--- config.mk ---
export PLATFORM = sky130hd
export DESIGN_NAME = charger_voltage_prochot_regs
export DESIGN_NICKNAME = d
export VERILOG_FILES = /design/src/logic/charger_regs_pkg.sv /design/src/logic/charger_voltage_prochot_regs.sv
export SDC_FILE = /design/constraint.sdc
export NUM_CORES = 1
export LEC_CHECK = 0
export BUFFER_PORTS_ARGS = -buffer_cell sky130_fd_sc_hd__buf_2
export CORE_ASPECT_RATIO = 1.1
export CORE_UTILIZATION = 53
export CTS_CLUSTER_SIZE = 14
export DETAILED_ROUTE_END_ITERATION = 8
export PLACE_DENSITY = 0.85
export RECOVER_POWER = 50
export SLEW_MARGIN = 40
export SYNTH_ARGS = -nofsm -noshare
export SYNTH_HDL_FRONTEND = slang
export SYNTH_SLANG_ARGS = --single-unit
export TNS_END_PERCENT = 5
--- constraint.sdc ---
create_clock -name sys_clk_i -period 2.3 [get_ports sys_clk_i]
set_clock_uncertainty 0.1 [all_clocks]
set_input_delay 0.69 -clock sys_clk_i [delete_from_list [all_inputs] [get_ports sys_clk_i]]
set_output_delay 0.69 -clock sys_clk_i [all_outputs]
set_load 0.02 [all_outputs]
--- src/logic/charger_regs_pkg.sv ---
`default_nettype none
package charger_regs_pkg;
   // ------------------------------------------------------------------
   // command codes of the write-word / read-word transactions
   // ------------------------------------------------------------------
   localparam logic [7:0] CMD_CEILING = 8'h15;
   localparam logic [7:0] CMD_FLOOR = 8'h3e;
   localparam logic [7:0] CMD_THRESHOLD = 8'h47;

   // ------------------------------------------------------------------
   // field masks, saturation values and reset values
   // ------------------------------------------------------------------
   // ceiling: bits 14:3, 8 mV per step, 18304 mV = 2288 steps
   localparam logic [15:0] CEILING_MASK = 16'h7ff8;
   localparam logic [15:0] CEILING_MAX = 16'h4780;
   localparam logic [15:0] CEILING_RESET = 16'h0000;
   // floor: bits 13:8, 256 mV per step, 13824 mV = 54 steps
   localparam logic [15:0] FLOOR_MASK = 16'h3f00;
   localparam logic [15:0] FLOOR_MAX = 16'h3600;
   localparam logic [15:0] FLOOR_RESET = 16'h0000;
   // threshold: bits 12:7, 128 mA per step, 6400 mA = 6'b110010
   localparam logic [15:0] THRESHOLD_MASK = 16'h1f80;
   localparam logic [15:0] THRESHOLD_MAX = 16'h1900;
   localparam logic [15:0] THRESHOLD_RESET = 16'h0c00;

   // ------------------------------------------------------------------
   // timing: alert counters step once per microsecond tick
   // ------------------------------------------------------------------
   localparam int CLK_PERIOD_NS = 10;
   localparam int TICK_NS = 1000;
   localparam int TICK_CYCLES = TICK_NS / CLK_PERIOD_NS;
   localparam int TICK_W = 7;
   localparam int US_W = 16;

   // alert sequencer, gray along idle -> debounce -> hold
   typedef enum logic [1:0] {
      ALERT_IDLE = 2'b00,
      ALERT_DEBOUNCE = 2'b01,
      ALERT_HOLD = 2'b11
   } alert_state_t;
endpackage : charger_regs_pkg
`default_nettype wire

--- src/logic/charger_voltage_prochot_regs.sv ---
`timescale 1ns/1ns
`default_nettype none
module charger_voltage_prochot_regs
   import charger_regs_pkg::*;
#(
   // debounce choices 0..3 in microseconds, entry 0 in the low bits
   parameter logic [4*US_W-1:0] DEBOUNCE_US = {16'd100, 16'd50, 16'd25, 16'd10},
   // minimum hold choices 0..7 in microseconds, entry 0 in the low bits
   parameter logic [8*US_W-1:0] HOLD_US = {16'd10000, 16'd5000, 16'd2000, 16'd1000,
                                           16'd500, 16'd100, 16'd20, 16'd10}
) (
   input wire logic sys_clk_i,
   input wire logic rst_n_i,
   input wire logic [7:0] cmd_code_i,
   input wire logic [15:0] wr_data_i,
   input wire logic wr_word_i,
   input wire logic rd_word_i,
   input wire logic [15:0] batt_voltage_i,
   input wire logic [15:0] adapter_current_i,
   input wire logic charging_i,
   input wire logic learn_en_i,
   input wire logic [1:0] debounce_sel_i,
   input wire logic [2:0] hold_sel_i,
   output logic cmd_ack_o,
   output logic cmd_nack_o,
   output logic [15:0] rd_data_o,
   output logic rd_valid_o,
   output logic [15:0] ceiling_o,
   output logic [15:0] floor_o,
   output logic batt_below_floor_o,
   output logic trickle_mode_o,
   output logic learn_mode_o,
   output logic prochot_o,
   output logic prochot_oe_n_o
);

   // ------------------------------------------------------------------
   // helpers
   // ------------------------------------------------------------------
   // strip unused bits and clamp at the field maximum
   function automatic logic [15:0] saturate(input logic [15:0] value,
                                            input logic [15:0] mask,
                                            input logic [15:0] max_value);
      logic [15:0] kept;
      kept = value & mask;
      saturate = (kept > max_value) ? max_value : kept;
   endfunction : saturate

   // ------------------------------------------------------------------
   // command decode
   // ------------------------------------------------------------------
   logic [15:0] ceiling;
   logic [15:0] floor_v;
   logic [15:0] threshold;
   wire hit_ceiling = (cmd_code_i == CMD_CEILING);
   wire hit_floor = (cmd_code_i == CMD_FLOOR);
   wire hit_threshold = (cmd_code_i == CMD_THRESHOLD);
   wire hit_any = hit_ceiling | hit_floor | hit_threshold;
   wire [15:0] next_ceiling = saturate(wr_data_i, CEILING_MASK, CEILING_MAX);
   wire [15:0] next_floor = saturate(wr_data_i, FLOOR_MASK, FLOOR_MAX);
   wire [15:0] next_threshold = saturate(wr_data_i, THRESHOLD_MASK, THRESHOLD_MAX);
   wire ceiling_we = wr_word_i & hit_ceiling & (next_ceiling != 16'h0000);
   // unmapped reads answer zero so no stale data leaks out
   wire [15:0] rd_mux = hit_ceiling ? ceiling :
                        hit_floor ? floor_v :
                        hit_threshold ? threshold : 16'h0000;

   // ------------------------------------------------------------------
   // register bank
   // ------------------------------------------------------------------
   // ceiling write-word store
   always_ff @(posedge sys_clk_i or negedge rst_n_i) begin
      if (!rst_n_i) begin
         ceiling <= CEILING_RESET;
      end else if (ceiling_we) begin
         ceiling <= next_ceiling;
      end
   end

   always_ff @(posedge sys_clk_i or negedge rst_n_i) begin
      if (!rst_n_i) begin
         floor_v <= FLOOR_RESET;
      end else if (wr_word_i && hit_floor) begin
         floor_v <= next_floor;
      end
   end

   always_ff @(posedge sys_clk_i or negedge rst_n_i) begin
      if (!rst_n_i) begin
         threshold <= THRESHOLD_RESET;
      end else if (wr_word_i && hit_threshold) begin
         threshold <= next_threshold;
      end
   end

   // answers: one-cycle ack/nack and read data the cycle after the request
   // read-back of stored contents
   always_ff @(posedge sys_clk_i or negedge rst_n_i) begin
      if (!rst_n_i) begin
         cmd_ack_o <= 1'b0;
         cmd_nack_o <= 1'b0;
         rd_valid_o <= 1'b0;
         rd_data_o <= 16'h0000;
      end else begin
         cmd_ack_o <= (wr_word_i | rd_word_i) & hit_any;
         cmd_nack_o <= (wr_word_i | rd_word_i) & ~hit_any;
         rd_valid_o <= rd_word_i;
         rd_data_o <= rd_word_i ? rd_mux : 16'h0000;
      end
   end

   // ------------------------------------------------------------------
   // floor comparison and mode decisions
   // ------------------------------------------------------------------
   // floor above ceiling is the host's mistake and is not policed
   wire below_now = (batt_voltage_i & FLOOR_MASK) < floor_v;

   always_ff @(posedge sys_clk_i or negedge rst_n_i) begin
      if (!rst_n_i) begin
         batt_below_floor_o <= 1'b0;
         trickle_mode_o <= 1'b0;
         learn_mode_o <= 1'b0;
      end else begin
         batt_below_floor_o <= below_now;
         trickle_mode_o <= charging_i & below_now;
         learn_mode_o <= learn_en_i & ~below_now;
      end
   end

   // mirrors for the regulation loop, registered as the outputs demand
   always_ff @(posedge sys_clk_i or negedge rst_n_i) begin
      if (!rst_n_i) begin
         ceiling_o <= CEILING_RESET;
         floor_o <= FLOOR_RESET;
      end else begin
         ceiling_o <= ceiling;
         floor_o <= floor_v;
      end
   end

   // ------------------------------------------------------------------
   // microsecond tick divider
   // ------------------------------------------------------------------
   logic [TICK_W-1:0] tick_cnt;
   logic us_tick;
   always_ff @(posedge sys_clk_i or negedge rst_n_i) begin
      if (!rst_n_i) begin
         tick_cnt <= '0;
         us_tick <= 1'b0;
      end else begin
         us_tick <= (tick_cnt == TICK_W'(TICK_CYCLES - 1));
         tick_cnt <= (tick_cnt == TICK_W'(TICK_CYCLES - 1)) ? '0 : tick_cnt + 1'b1;
      end
   end

   // ------------------------------------------------------------------
   // adapter overcurrent alert
   // ------------------------------------------------------------------
   // the current code arrives in the threshold's own format, so the
   // compare is a plain magnitude test on the kept bits
   logic over_q;
   always_ff @(posedge sys_clk_i or negedge rst_n_i) begin
      if (!rst_n_i) begin
         over_q <= 1'b0;
      end else begin
         over_q <= (adapter_current_i & THRESHOLD_MASK) > threshold;
      end
   end

   alert_state_t state;
   alert_state_t next_state;
   logic [US_W-1:0] us_cnt;
   // selections are sampled live; a change mid-wait shortens or stretches it
   wire [US_W-1:0] debounce_limit = DEBOUNCE_US[debounce_sel_i*US_W +: US_W];
   wire [US_W-1:0] hold_limit = HOLD_US[hold_sel_i*US_W +: US_W];
   wire debounce_done = (us_cnt >= debounce_limit);
   wire hold_done = (us_cnt >= hold_limit);

   always_comb begin
      next_state = state;
      case (state)
         ALERT_IDLE: begin
            if (over_q) next_state = ALERT_DEBOUNCE;
         end
         ALERT_DEBOUNCE: begin
            if (!over_q) next_state = ALERT_IDLE;
            else if (debounce_done) next_state = ALERT_HOLD;
         end
         ALERT_HOLD: begin
            if (hold_done && !over_q) next_state = ALERT_IDLE;
         end
         default: begin
            next_state = ALERT_IDLE;
         end
      endcase
   end

   // counter restarts on every state change, saturates to avoid wrap
   always_ff @(posedge sys_clk_i or negedge rst_n_i) begin
      if (!rst_n_i) begin
         state <= ALERT_IDLE;
         us_cnt <= '0;
      end else begin
         state <= next_state;
         if (next_state != state) us_cnt <= '0;
         else if (us_tick && us_cnt != '1) us_cnt <= us_cnt + 1'b1;
      end
   end

   // pin drive: enable low pulls the open-drain line low
   always_ff @(posedge sys_clk_i or negedge rst_n_i) begin
      if (!rst_n_i) begin
         prochot_o <= 1'b0;
         prochot_oe_n_o <= 1'b1;
      end else begin
         prochot_o <= (next_state == ALERT_HOLD);
         prochot_oe_n_o <= (next_state != ALERT_HOLD);
      end
   end
endmodule : charger_voltage_prochot_regs
`default_nettype wire

## Word-level counts from Yosys, hierarchy flattened

Index checks and enable logic that the tools add are counted.

| storage, ports and cells | value |
|---|---|
| register bits after elaboration | 131 |
| input port bits | 67 |
| output and inout bits | 56 |
| word-level logic and storage cells | 74 |

| cells by class | value |
|---|---|
| add/subtract/negate cells | 2 |
| $lt $le $gt $ge | 7 |
| equality and inequality tests | 10 |
| shifts and indexed selects | 2 |
| multiplexer cells | 15 |
| bitwise operators | 11 |
| reduce and logical (&&, ||, !) cells | 8 |

Operator list:

| operator | number |
|---|---|
| 128-bit by 8-bit indexed part select with 16-bit output, first input constant | 1 |
| 16-bit two-way mux | 6 |
| 64-bit by 7-bit indexed part select with 16-bit output, first input constant | 1 |
| 16-bit >= comparator | 2 |
| 16-bit by 1-bit adder with 16-bit output, second input constant | 1 |
| 13-bit by 16-bit greater-than comparator with 1-bit output | 1 |
| 14-bit by 16-bit less-than comparator with 1-bit output | 1 |
| 16-bit != test, second input constant | 1 |
| 16-bit nonzero test | 1 |
| 15-bit greater-than comparator, second input constant | 1 |
| 15-bit two-way mux | 1 |
| 14-bit greater-than comparator, second input constant | 1 |
| 14-bit two-way mux | 1 |
| 13-bit greater-than comparator, second input constant | 1 |
| 13-bit two-way mux | 1 |
| 8-bit by 5-bit equality test with 1-bit output, second input constant | 1 |
| 8-bit by 6-bit equality test with 1-bit output, second input constant | 1 |
| 8-bit by 7-bit equality test with 1-bit output, second input constant | 1 |
| 2-bit two-way mux | 4 |
| 7-bit by 1-bit adder with 7-bit output, second input constant | 1 |
| 7-bit equality test, second input constant | 1 |
| 7-bit two-way mux | 1 |
| 1-bit bitwise AND | 6 |
| 2-bit case mux with 3 select lines | 1 |
| 10 further kinds | 17 |

## Longest topological paths before layout

Gate-level depths: netlist of run 1.

| depth | value |
|---|---|
| word-level depth | 7 |
| mapped depth | 11 |
| gate-level depth less buffers | 9 |

## Worst setup path after synthesis of run 1

Ideal clock, no wire load.

| timing path | value |
|---|---|
| path kind | input -> register |
| start point | input hold_sel_i[1] |
| end point | register us_cnt[4] |
| setup time | 0.094 ns |
| data arrival time | 2.431 ns |
| required time | 2.106 ns |
| setup slack | -0.325 ns |
| stages on the path | 9 |
| buffers on the path | 2 |
| cells stage by stage | clkbuf_1 -> nand3_1 -> ha_1 -> o211ai_1 -> nor2_1 -> a2111oi_0 -> nand3_1 -> clkbuf_1 -> a211oi_1 |

| on the way | value |
|---|---|
| word-level cells in the longest chain between the ends | 7 |
| elaborated cells on any way between the ends | 8 |
| classes of those cells | order compare (1); eq/ne (1); shift (1); mux (3); reduce/logical (2) |

RTL lines:

| what | RTL line | RTL |
|---|---|---|
| start: declaration | charger_voltage_prochot_regs.sv:23 | `input wire logic [2:0] hold_sel_i,` |
| 128-bit by 8-bit indexed part select with 16-bit output * | charger_voltage_prochot_regs.sv:175 | `wire [US_W-1:0] hold_limit = HOLD_US[hold_sel_i*US_W +: US_W];` |
| 16-bit >= comparator * | charger_voltage_prochot_regs.sv:177 | `wire hold_done = (us_cnt >= hold_limit);` |
| 1-bit logical AND * | charger_voltage_prochot_regs.sv:190 | `if (hold_done && !over_q) next_state = ALERT_IDLE;` |
| 2-bit two-way mux * | charger_voltage_prochot_regs.sv:190 |  |
| 2-bit case mux with 3 select lines * | charger_voltage_prochot_regs.sv:181 | `case (state)` |
| 2-bit != test * | charger_voltage_prochot_regs.sv:205 | `if (next_state != state) us_cnt <= '0;` |
| 16-bit two-way mux / 2-bit nonzero test (equally long branches) | - |  |
| end signal: assignment | charger_voltage_prochot_regs.sv:206 | `else if (us_tick && us_cnt != '1) us_cnt <= us_cnt + 1'b1;` |
| end: declaration | charger_voltage_prochot_regs.sv:172 | `logic [US_W-1:0] us_cnt;` |

Mark *: on every way between the ends. The rest lies on a longest branch, timed or not.
A chain may end at the register's enable or synchronous reset.

## Final worst setup path of run 1

| timing path | value |
|---|---|
| start point | input hold_sel_i[1] |
| end point | register us_cnt[1] |

The elaborated chain is that of the path after synthesis.

==> results of run 1 <==
[flip-flops by register name (all words and copies together), names as in the netlist, 2 cells and up]
register	flops
ceiling	12
us_cnt	16
floor_v	6
threshold	6
rd_data_o	12
state	2
floor_o	6
tick_cnt	7
ceiling_o	12
[layout make-up]
| type | instances | area (um2) |
|---|---|---|
| clock buffers | 9 | 124 |
| clock inverters | 7 | 68.8 |
| fillers | 618 | 2940 |
| inverters | 21 | 83.8 |
| multi-input cells | 315 | 2290 |
| flip-flops and latches | 89 | 2230 |
| well taps | 111 | 139 |
| repair buffers | 99 | 577 |
[layout by cell type, fill, tap and decap left out, types with 3 or more instances in the layout]
cell / count
dfrtp_1: 86
buf_2: 77
nand2_1: 34
ha_1: 31
inv_1: 19
nand3_1: 19
o21ai_0: 18
conb_1: 18
nor2_1: 16
a21oi_1: 14
buf_4: 14
and3_1: 13
xor2_1: 13
nand2b_1: 10
a211oi_1: 10
nand4_1: 9
clkbuf_8: 9
nor3_1: 8
a22oi_1: 7
xnor2_1: 6
a22o_1: 6
and4_1: 5
a21o_1: 5
a21boi_0: 5
and2_1: 5
a211oi_2: 5
nor4_1: 4
nor2b_1: 4
inv_6: 3
nor3b_1: 3
a2bb2oi_1: 3
o22a_1: 3
clkbuf_2: 3
buf_12: 3
dfstp_2: 3
[critical path, stage by stage]
cell and delay, ps:
buf_2 150, buf_12 140, nor3_1 230, ha_1 280, nand2b_1 70, a21oi_1 60, o211ai_1 210, nand3_2 120
buf_12 180, a221oi_2 250
[through the flow]
stage	utilization, %	worst slack, ps	setup TNS, ps	hold slack, ps	cells
6_report	65.3	79.6	0	309	651
5_1_grt	65.3	-5.13	-5.13	323	651
4_1_cts	64.7	42.2	0	196	650
3_5_place_dp	62.4	-482	-7680	291	634
3_3_place_gp	62.3	-411	-6700	284	634
2_1_floorplan	-	-108	-848	267	456
[Yosys cell counts (9+ instances only)]
library cell and n:
dfrtp_1 86, inv_1 21, nor2_1 17, nand2_1 34, nor3_1 9, nand2b_1 10
xor2_1 13, nand3_1 21, and3_1 13, o21ai_0 20, ha_1 34, a21oi_1 15
nand4_1 9, buf_4 20, a211oi_1 14
[worst paths after layout]
path                                end  slack, ps  depth (start not counted)
max in group asynchronous  threshold[7]        460                          2
max reg2reg                  us_cnt[15]        110                          6
min in group asynchronous     prochot_o        350                          1
max                           us_cnt[1]         80                         10
min                         floor_o[13]        310                          0
min reg2reg                 floor_o[13]        310                          0
[layer usage]
metal	global-route usage [%]	part of all wire [%]	up-vias
met1	28.1	40	1819
met3	5.53	5.8	29
li1	-	-	1742
met5	0	0	-
met2	40.6	52	137
met4	10.0	2.6	0
[power groups by stage]
stage / clock network [uW] / logic [uW] / registers [uW]
6_report: 1030 / 342 / 1640
3_5_place_dp: 0 / 345 / 1670
5_1_grt: 1110 / 379 / 1640
4_1_cts: 1040 / 346 / 1640
2_1_floorplan: 0 / 187 / 1690
3_3_place_gp: 0 / 330 / 1670
[logic make-up after synthesis]
group                      Yosys count  share of synthesized area, %
and+or+nand+nor                    148                          18.2
AOI/OAI and AO/OA                   94                          14.1
DFF                                 89                          47.9
buffers and inverters               52                          6.32
adders and majority gates           34                          9.14
xor gates and xnor gates            19                          3.58
muxes                                2                         0.645
other                                1                        0.0806
[what timing repair did]
| action | 4_1_cts | 5_1_grt |
|---|---|---|
| hold buffers | 0 | 0 |
| buffers inserted | 0 | 1 |
| pin swaps | 0 | 2 |
| endpoints found under the setup margin | 15 | 15 |
| resized for setup | 1 | 10 |
==> impl_metrics.json, run 1 <==
{
  "status": "completed",
  "max_freq_mhz": 450,
  "firstDrtPassIters": 4,
  "p_total_uw": 3010,
  "pwr-share-comb_pct": 11.3,
  "grt_util_all_layers_pct": 23.4,
  "core_area_um2": 8450,
  "vias_per_cell": 5.73,
  "clk_latency_ps": 360,
  "critPathLaunchType": "primary input",
  "critPathKind": "primary input to flip-flop",
  "antenna_found_initial": 0,
  "ys_seq_elements": 89,
  "netSwitchingPower_uw": 858,
  "worstPathArrival_ps": 2400,
  "clk_pin_slew_ps": 100,
  "num_antenna_cells": 0,
  "leakage_uw": 0.00271,
  "hold_class": "flip-flop to flip-flop",
  "die_h_um": 100,
  "period_share_pct": 96.5,
  "htreeDepth": 3,
  "tightest_slew_ps": 948,
  "period_needed_ps": 2220,
  "cts_tree": "yes",
  "cap_viol_max_count": 0,
  "first_global_vias": 3702,
  "drt.antenna.violating_nets": 0,
  "die_x_um": 91.3,
  "io_pins": 123,
  "dpl-instance-area_um2": 5270,
  "synth_edf_count": 0,
  "netlist.area_leader.share_pct": 46.2,
  "cts_root_buf": "clkbuf_8",
  "cts_buffers": 9,
  "dieArea_um2": 9160,
  "switching_share_pct": 28.5,
  "setup_viol": 0,
  "layout-drive-gt1-share_pct": 27.4,
  "finalMaxSlewViolations": 0,
  "critPathMaxFanout": 20,
  "final_hold_viol_count": 0,
  "max_slew_margin_pct": 36.8,
  "synth_ff_type": "dfrtp_1",
  "syn-cell-area_um2": 4650,
  "totalWireLength_um": 10300,
  "power_density_nw_per_um2": 546,
  "place_hpwl_um": 7570,
  "critPathLaunch": "hold_sel_i[1]",
  "gp_congestion": 0.911,
  "grt_max_degree": 40,
  "min_from": "floor_v[13]",
  "rows": 35,
  "async_flop_share_pct": 100,
  "end_kind": "flip-flop",
  "vdd_drop_max_mv": 0.430,
  "final_area_um2": 5520,
  "final_nets": 636,
  "start_util_pct": 55.1,
  "synth.distinct_cells": 61,
  "power.internal_uw": 2150,
  "drc": 0,
  "cts_sinks": 89,
  "p_seq_share_pct": 54.4,
  "yosys.area.top_type": "dfrtp_1",
  "grt_pass1_wl_um": 16700,
  "overflow": 0,
  "clk_path_buf_depth": 2,
  "ys_seq_area_share_pct": 47.9,
  "avgRoutedWirePerCell_um": 15.8,
  "syn2layout_area_growth_pct": 18.5,
  "vias": 3727,
  "power_frac_clock_pct": 34.3,
  "r2r-start": "us_cnt[1]",
  "synthCells": 439,
  "drt-initial-drc-count": 219,
  "yosys-top-cells-area": "dfrtp_1, ha_1, buf_4",
  "critical_path_required_ps": 2480,
  "port_buffers": 80,
  "yosysWarnings": 0,
  "syn_area_per_cell_um2": 10.6
}
No activity file was read; power rests on OpenSTA's default activity.
==> run 2, diff against run 1 <==
--- a/config.mk
+++ b/config.mk
@@ -5,6 +5,7 @@
 export SDC_FILE = /design/constraint.sdc
 export NUM_CORES = 1
 export LEC_CHECK = 0
+export ABC_AREA = 1
 export BUFFER_PORTS_ARGS = -buffer_cell sky130_fd_sc_hd__buf_2
 export CORE_ASPECT_RATIO = 1.1
 export CORE_UTILIZATION = 53
==> constraint.sdc (replaced) <==
create_clock -name sys_clk_i -period 2.3 [get_ports sys_clk_i]
set_clock_uncertainty 0.1 [all_clocks]
set_input_delay 0.115 -clock sys_clk_i [delete_from_list [all_inputs] [get_ports sys_clk_i]]
set_output_delay 0.115 -clock sys_clk_i [all_outputs]
set_load 0.02 [all_outputs]
==> impl_metrics.json, run 2 <==
{
  "dieArea_um2": 9300,
  "synthCells": 548,
  "async_flop_share_pct": 100,
  "yosysWarnings": 0,
  "utilization_pct": 65.1,
  "cap_viol_max_count": 0,
  "totalWireLength_um": 11200,
  "netlist.area_leader.share_pct": 45.5,
  "leakage_uw": 0.00291,
  "r2r_slack_ps": 190,
  "synth_ff_type": "dfrtp_1",
  "core_area_um2": 8500,
  "grt_max_degree": 40,
  "port_buffers": 80,
  "vias": 4027,
  "overflow": 0,
  "power_density_nw_per_um2": 579,
  "firstDrtPassIters": 5,
  "multi_input_area_um2": 2070,
  "clk_path_buf_depth": 2,
  "ys_seq_elements": 89,
  "yosys.area.top_type": "dfrtp_1",
  "syn_area_per_cell_um2": 8.63,
  "clk_pin_slew_ps": 90,
  "tightest_slew_ps": 958,
  "period_share_pct": 91.9,
  "period_needed_ps": 2110,
  "hold_class": "primary input to flip-flop",
  "syn-cell-area_um2": 4730,
  "place_hpwl_um": 8060,
  "die_x_um": 92.0,
  "synth_most_common_cell": "nand2_1",
  "critPathKind": "flip-flop to flip-flop",
  "worstPathArrival_ps": 2250,
  "cts_setup_buffers": 0,
  "drt-initial-drc-count": 184,
  "drt.antenna.violating_nets": 0,
  "critical_path_required_ps": 2440,
  "ys_top_cells_by_count": "nand2_1, inv_1, dfrtp_1",
  "critPathLaunchType": "flip-flop",
  "avgRoutedWirePerCell_um": 14.6,
  "htreeDepth": 3,
  "rsz0062_at_grt": "no",
  "gp_congestion": 0.894,
  "grt_pass1_wl_um": 18100,
  "cts_sinks": 89,
  "start_util_pct": 55.6,
  "synth_edf_count": 0,
  "status": "completed",
  "largest_reg_flops": 16,
  "final_common_cell": "nand2_1",
  "final_nets": 754,
  "final_cell_mix": "nand2_1, inv_1, dfrtp_1, nor2_1, buf_2",
  "num_antenna_cells": 0,
  "end_kind": "flip-flop",
  "vias_per_cell": 5.24,
  "layout-drive-gt1-share_pct": 13.5,
  "final_cells": 769,
  "cts_tree": "yes",
  "die_h_um": 101,
  "final_hold_viol_count": 0,
  "setup_viol": 0,
  "dp_cells": 737,
  "max_slew_margin_pct": 36.2,
  "grt_util_all_layers_pct": 25.0,
  "drc": 0,
  "synth.distinct_cells": 42,
  "io_pins": 123,
  "critPathMaxFanout": 8,
  "vdd_drop_max_mv": 0.370,
  "finalMaxSlewViolations": 0,
  "clk_latency_ps": 350,
  "fill_cells": 694,
  "seq_area_um2": 2230,
  "antenna_found_initial": 0,
  "ys_seq_area_share_pct": 47.2,
  "first_global_vias": 4027,
  "yosys-top-cells-area": "dfrtp_1, ha_1, nand2_1",
  "rows": 35,
  "syn2layout_area_growth_pct": 17.0,
  "cts_buffers": 9,
  "max_freq_mhz": 473,
  "cts_root_buf": "clkbuf_8",
  "top_register": "us_cnt"
}
## run 2: path summary, 6_finish.rpt
kind,startpoint,end,cells past startpoint
max,us_cnt[3],us_cnt[14],9
min,batt_voltage_i[12],batt_below_floor_o,3
max reg2reg,us_cnt[3],us_cnt[14],9
min reg2reg,ceiling[9],ceiling_o[9],0
min in group asynchronous,rst_n_i,tick_cnt[2],2
max in group asynchronous,rst_n_i,threshold[9],3
## run 2: logic make-up after synthesis
family	Yosys count	synth area share, %
buf+inv	116	11.2
xor+xnor	12	2.22
other cells	1	0.0793
compound gates	71	9.05
simple gates	225	21.3
fa+ha+maj	34	9.00
flops	89	47.2
## run 2: worst max-delay path, stage by stage, from the launching register on
cell,delay [ps]
dfrtp_2,470
ha_1,310
a21oi_1,150
o21ai_0,110
nand2_1,70
nand4_1,170
nand2_4,180
nand3_2,170
nand3_4,200
nor2_1,70
## run 2: where the power goes
group / internal [uW] / switching, uW / leakage [uW] / total (uW)
Combinational: 148 / 302 / 0.00171 / 449
Sequential: 1620 / 37.6 / 0.00109 / 1660
Clock: 518 / 571 / 0.000103 / 1090
Total: 2290 / 911 / 0.00291 / 3200
## run 2: what timing repair did
item	4_1_cts	5_1_grt
hold buffers	15	0
hold endpoints to repair	54	0
setup endpoints to repair	0	16
resized for setup	0	9
## run 2: per-stage QoR
step	power (uW)	hold WS (ps)	instance area (um2)	setup slack, ps	TNS (ps)
after floorplan	1960	-281	4790	434	0
after global placement	2080	8.72	5190	19.4	0
after detailed placement	2100	12.1	5190	-37.6	-348
after CTS	3190	4.80	5540	42.7	0
after global routing	3330	26.9	5530	25.5	0
final	3200	17.5	5530	186	0
## run 2: per-layer routing
| layer | global-route usage (%) | up-vias | wire (um) |
|---|---|---|---|
| li1 | - | 1933 | - |
| met1 | 28.1 | 1888 | 4320 |
| met2 | 47.1 | 165 | 5960 |
| met3 | 4.07 | 41 | 535 |
| met4 | 10.2 | 0 | 403 |
| met5 | 0 | - | 0 |
## run 2: final cells by class
class | count | area share (%)
sequential | 89 | 40.4
multi-input combinational | 361 | 37.5
inverter | 92 | 6.25
clock inverter | 6 | 1.31
tap | 111 | 2.51
clock buffer | 10 | 2.31
timing repair buffer | 100 | 9.73
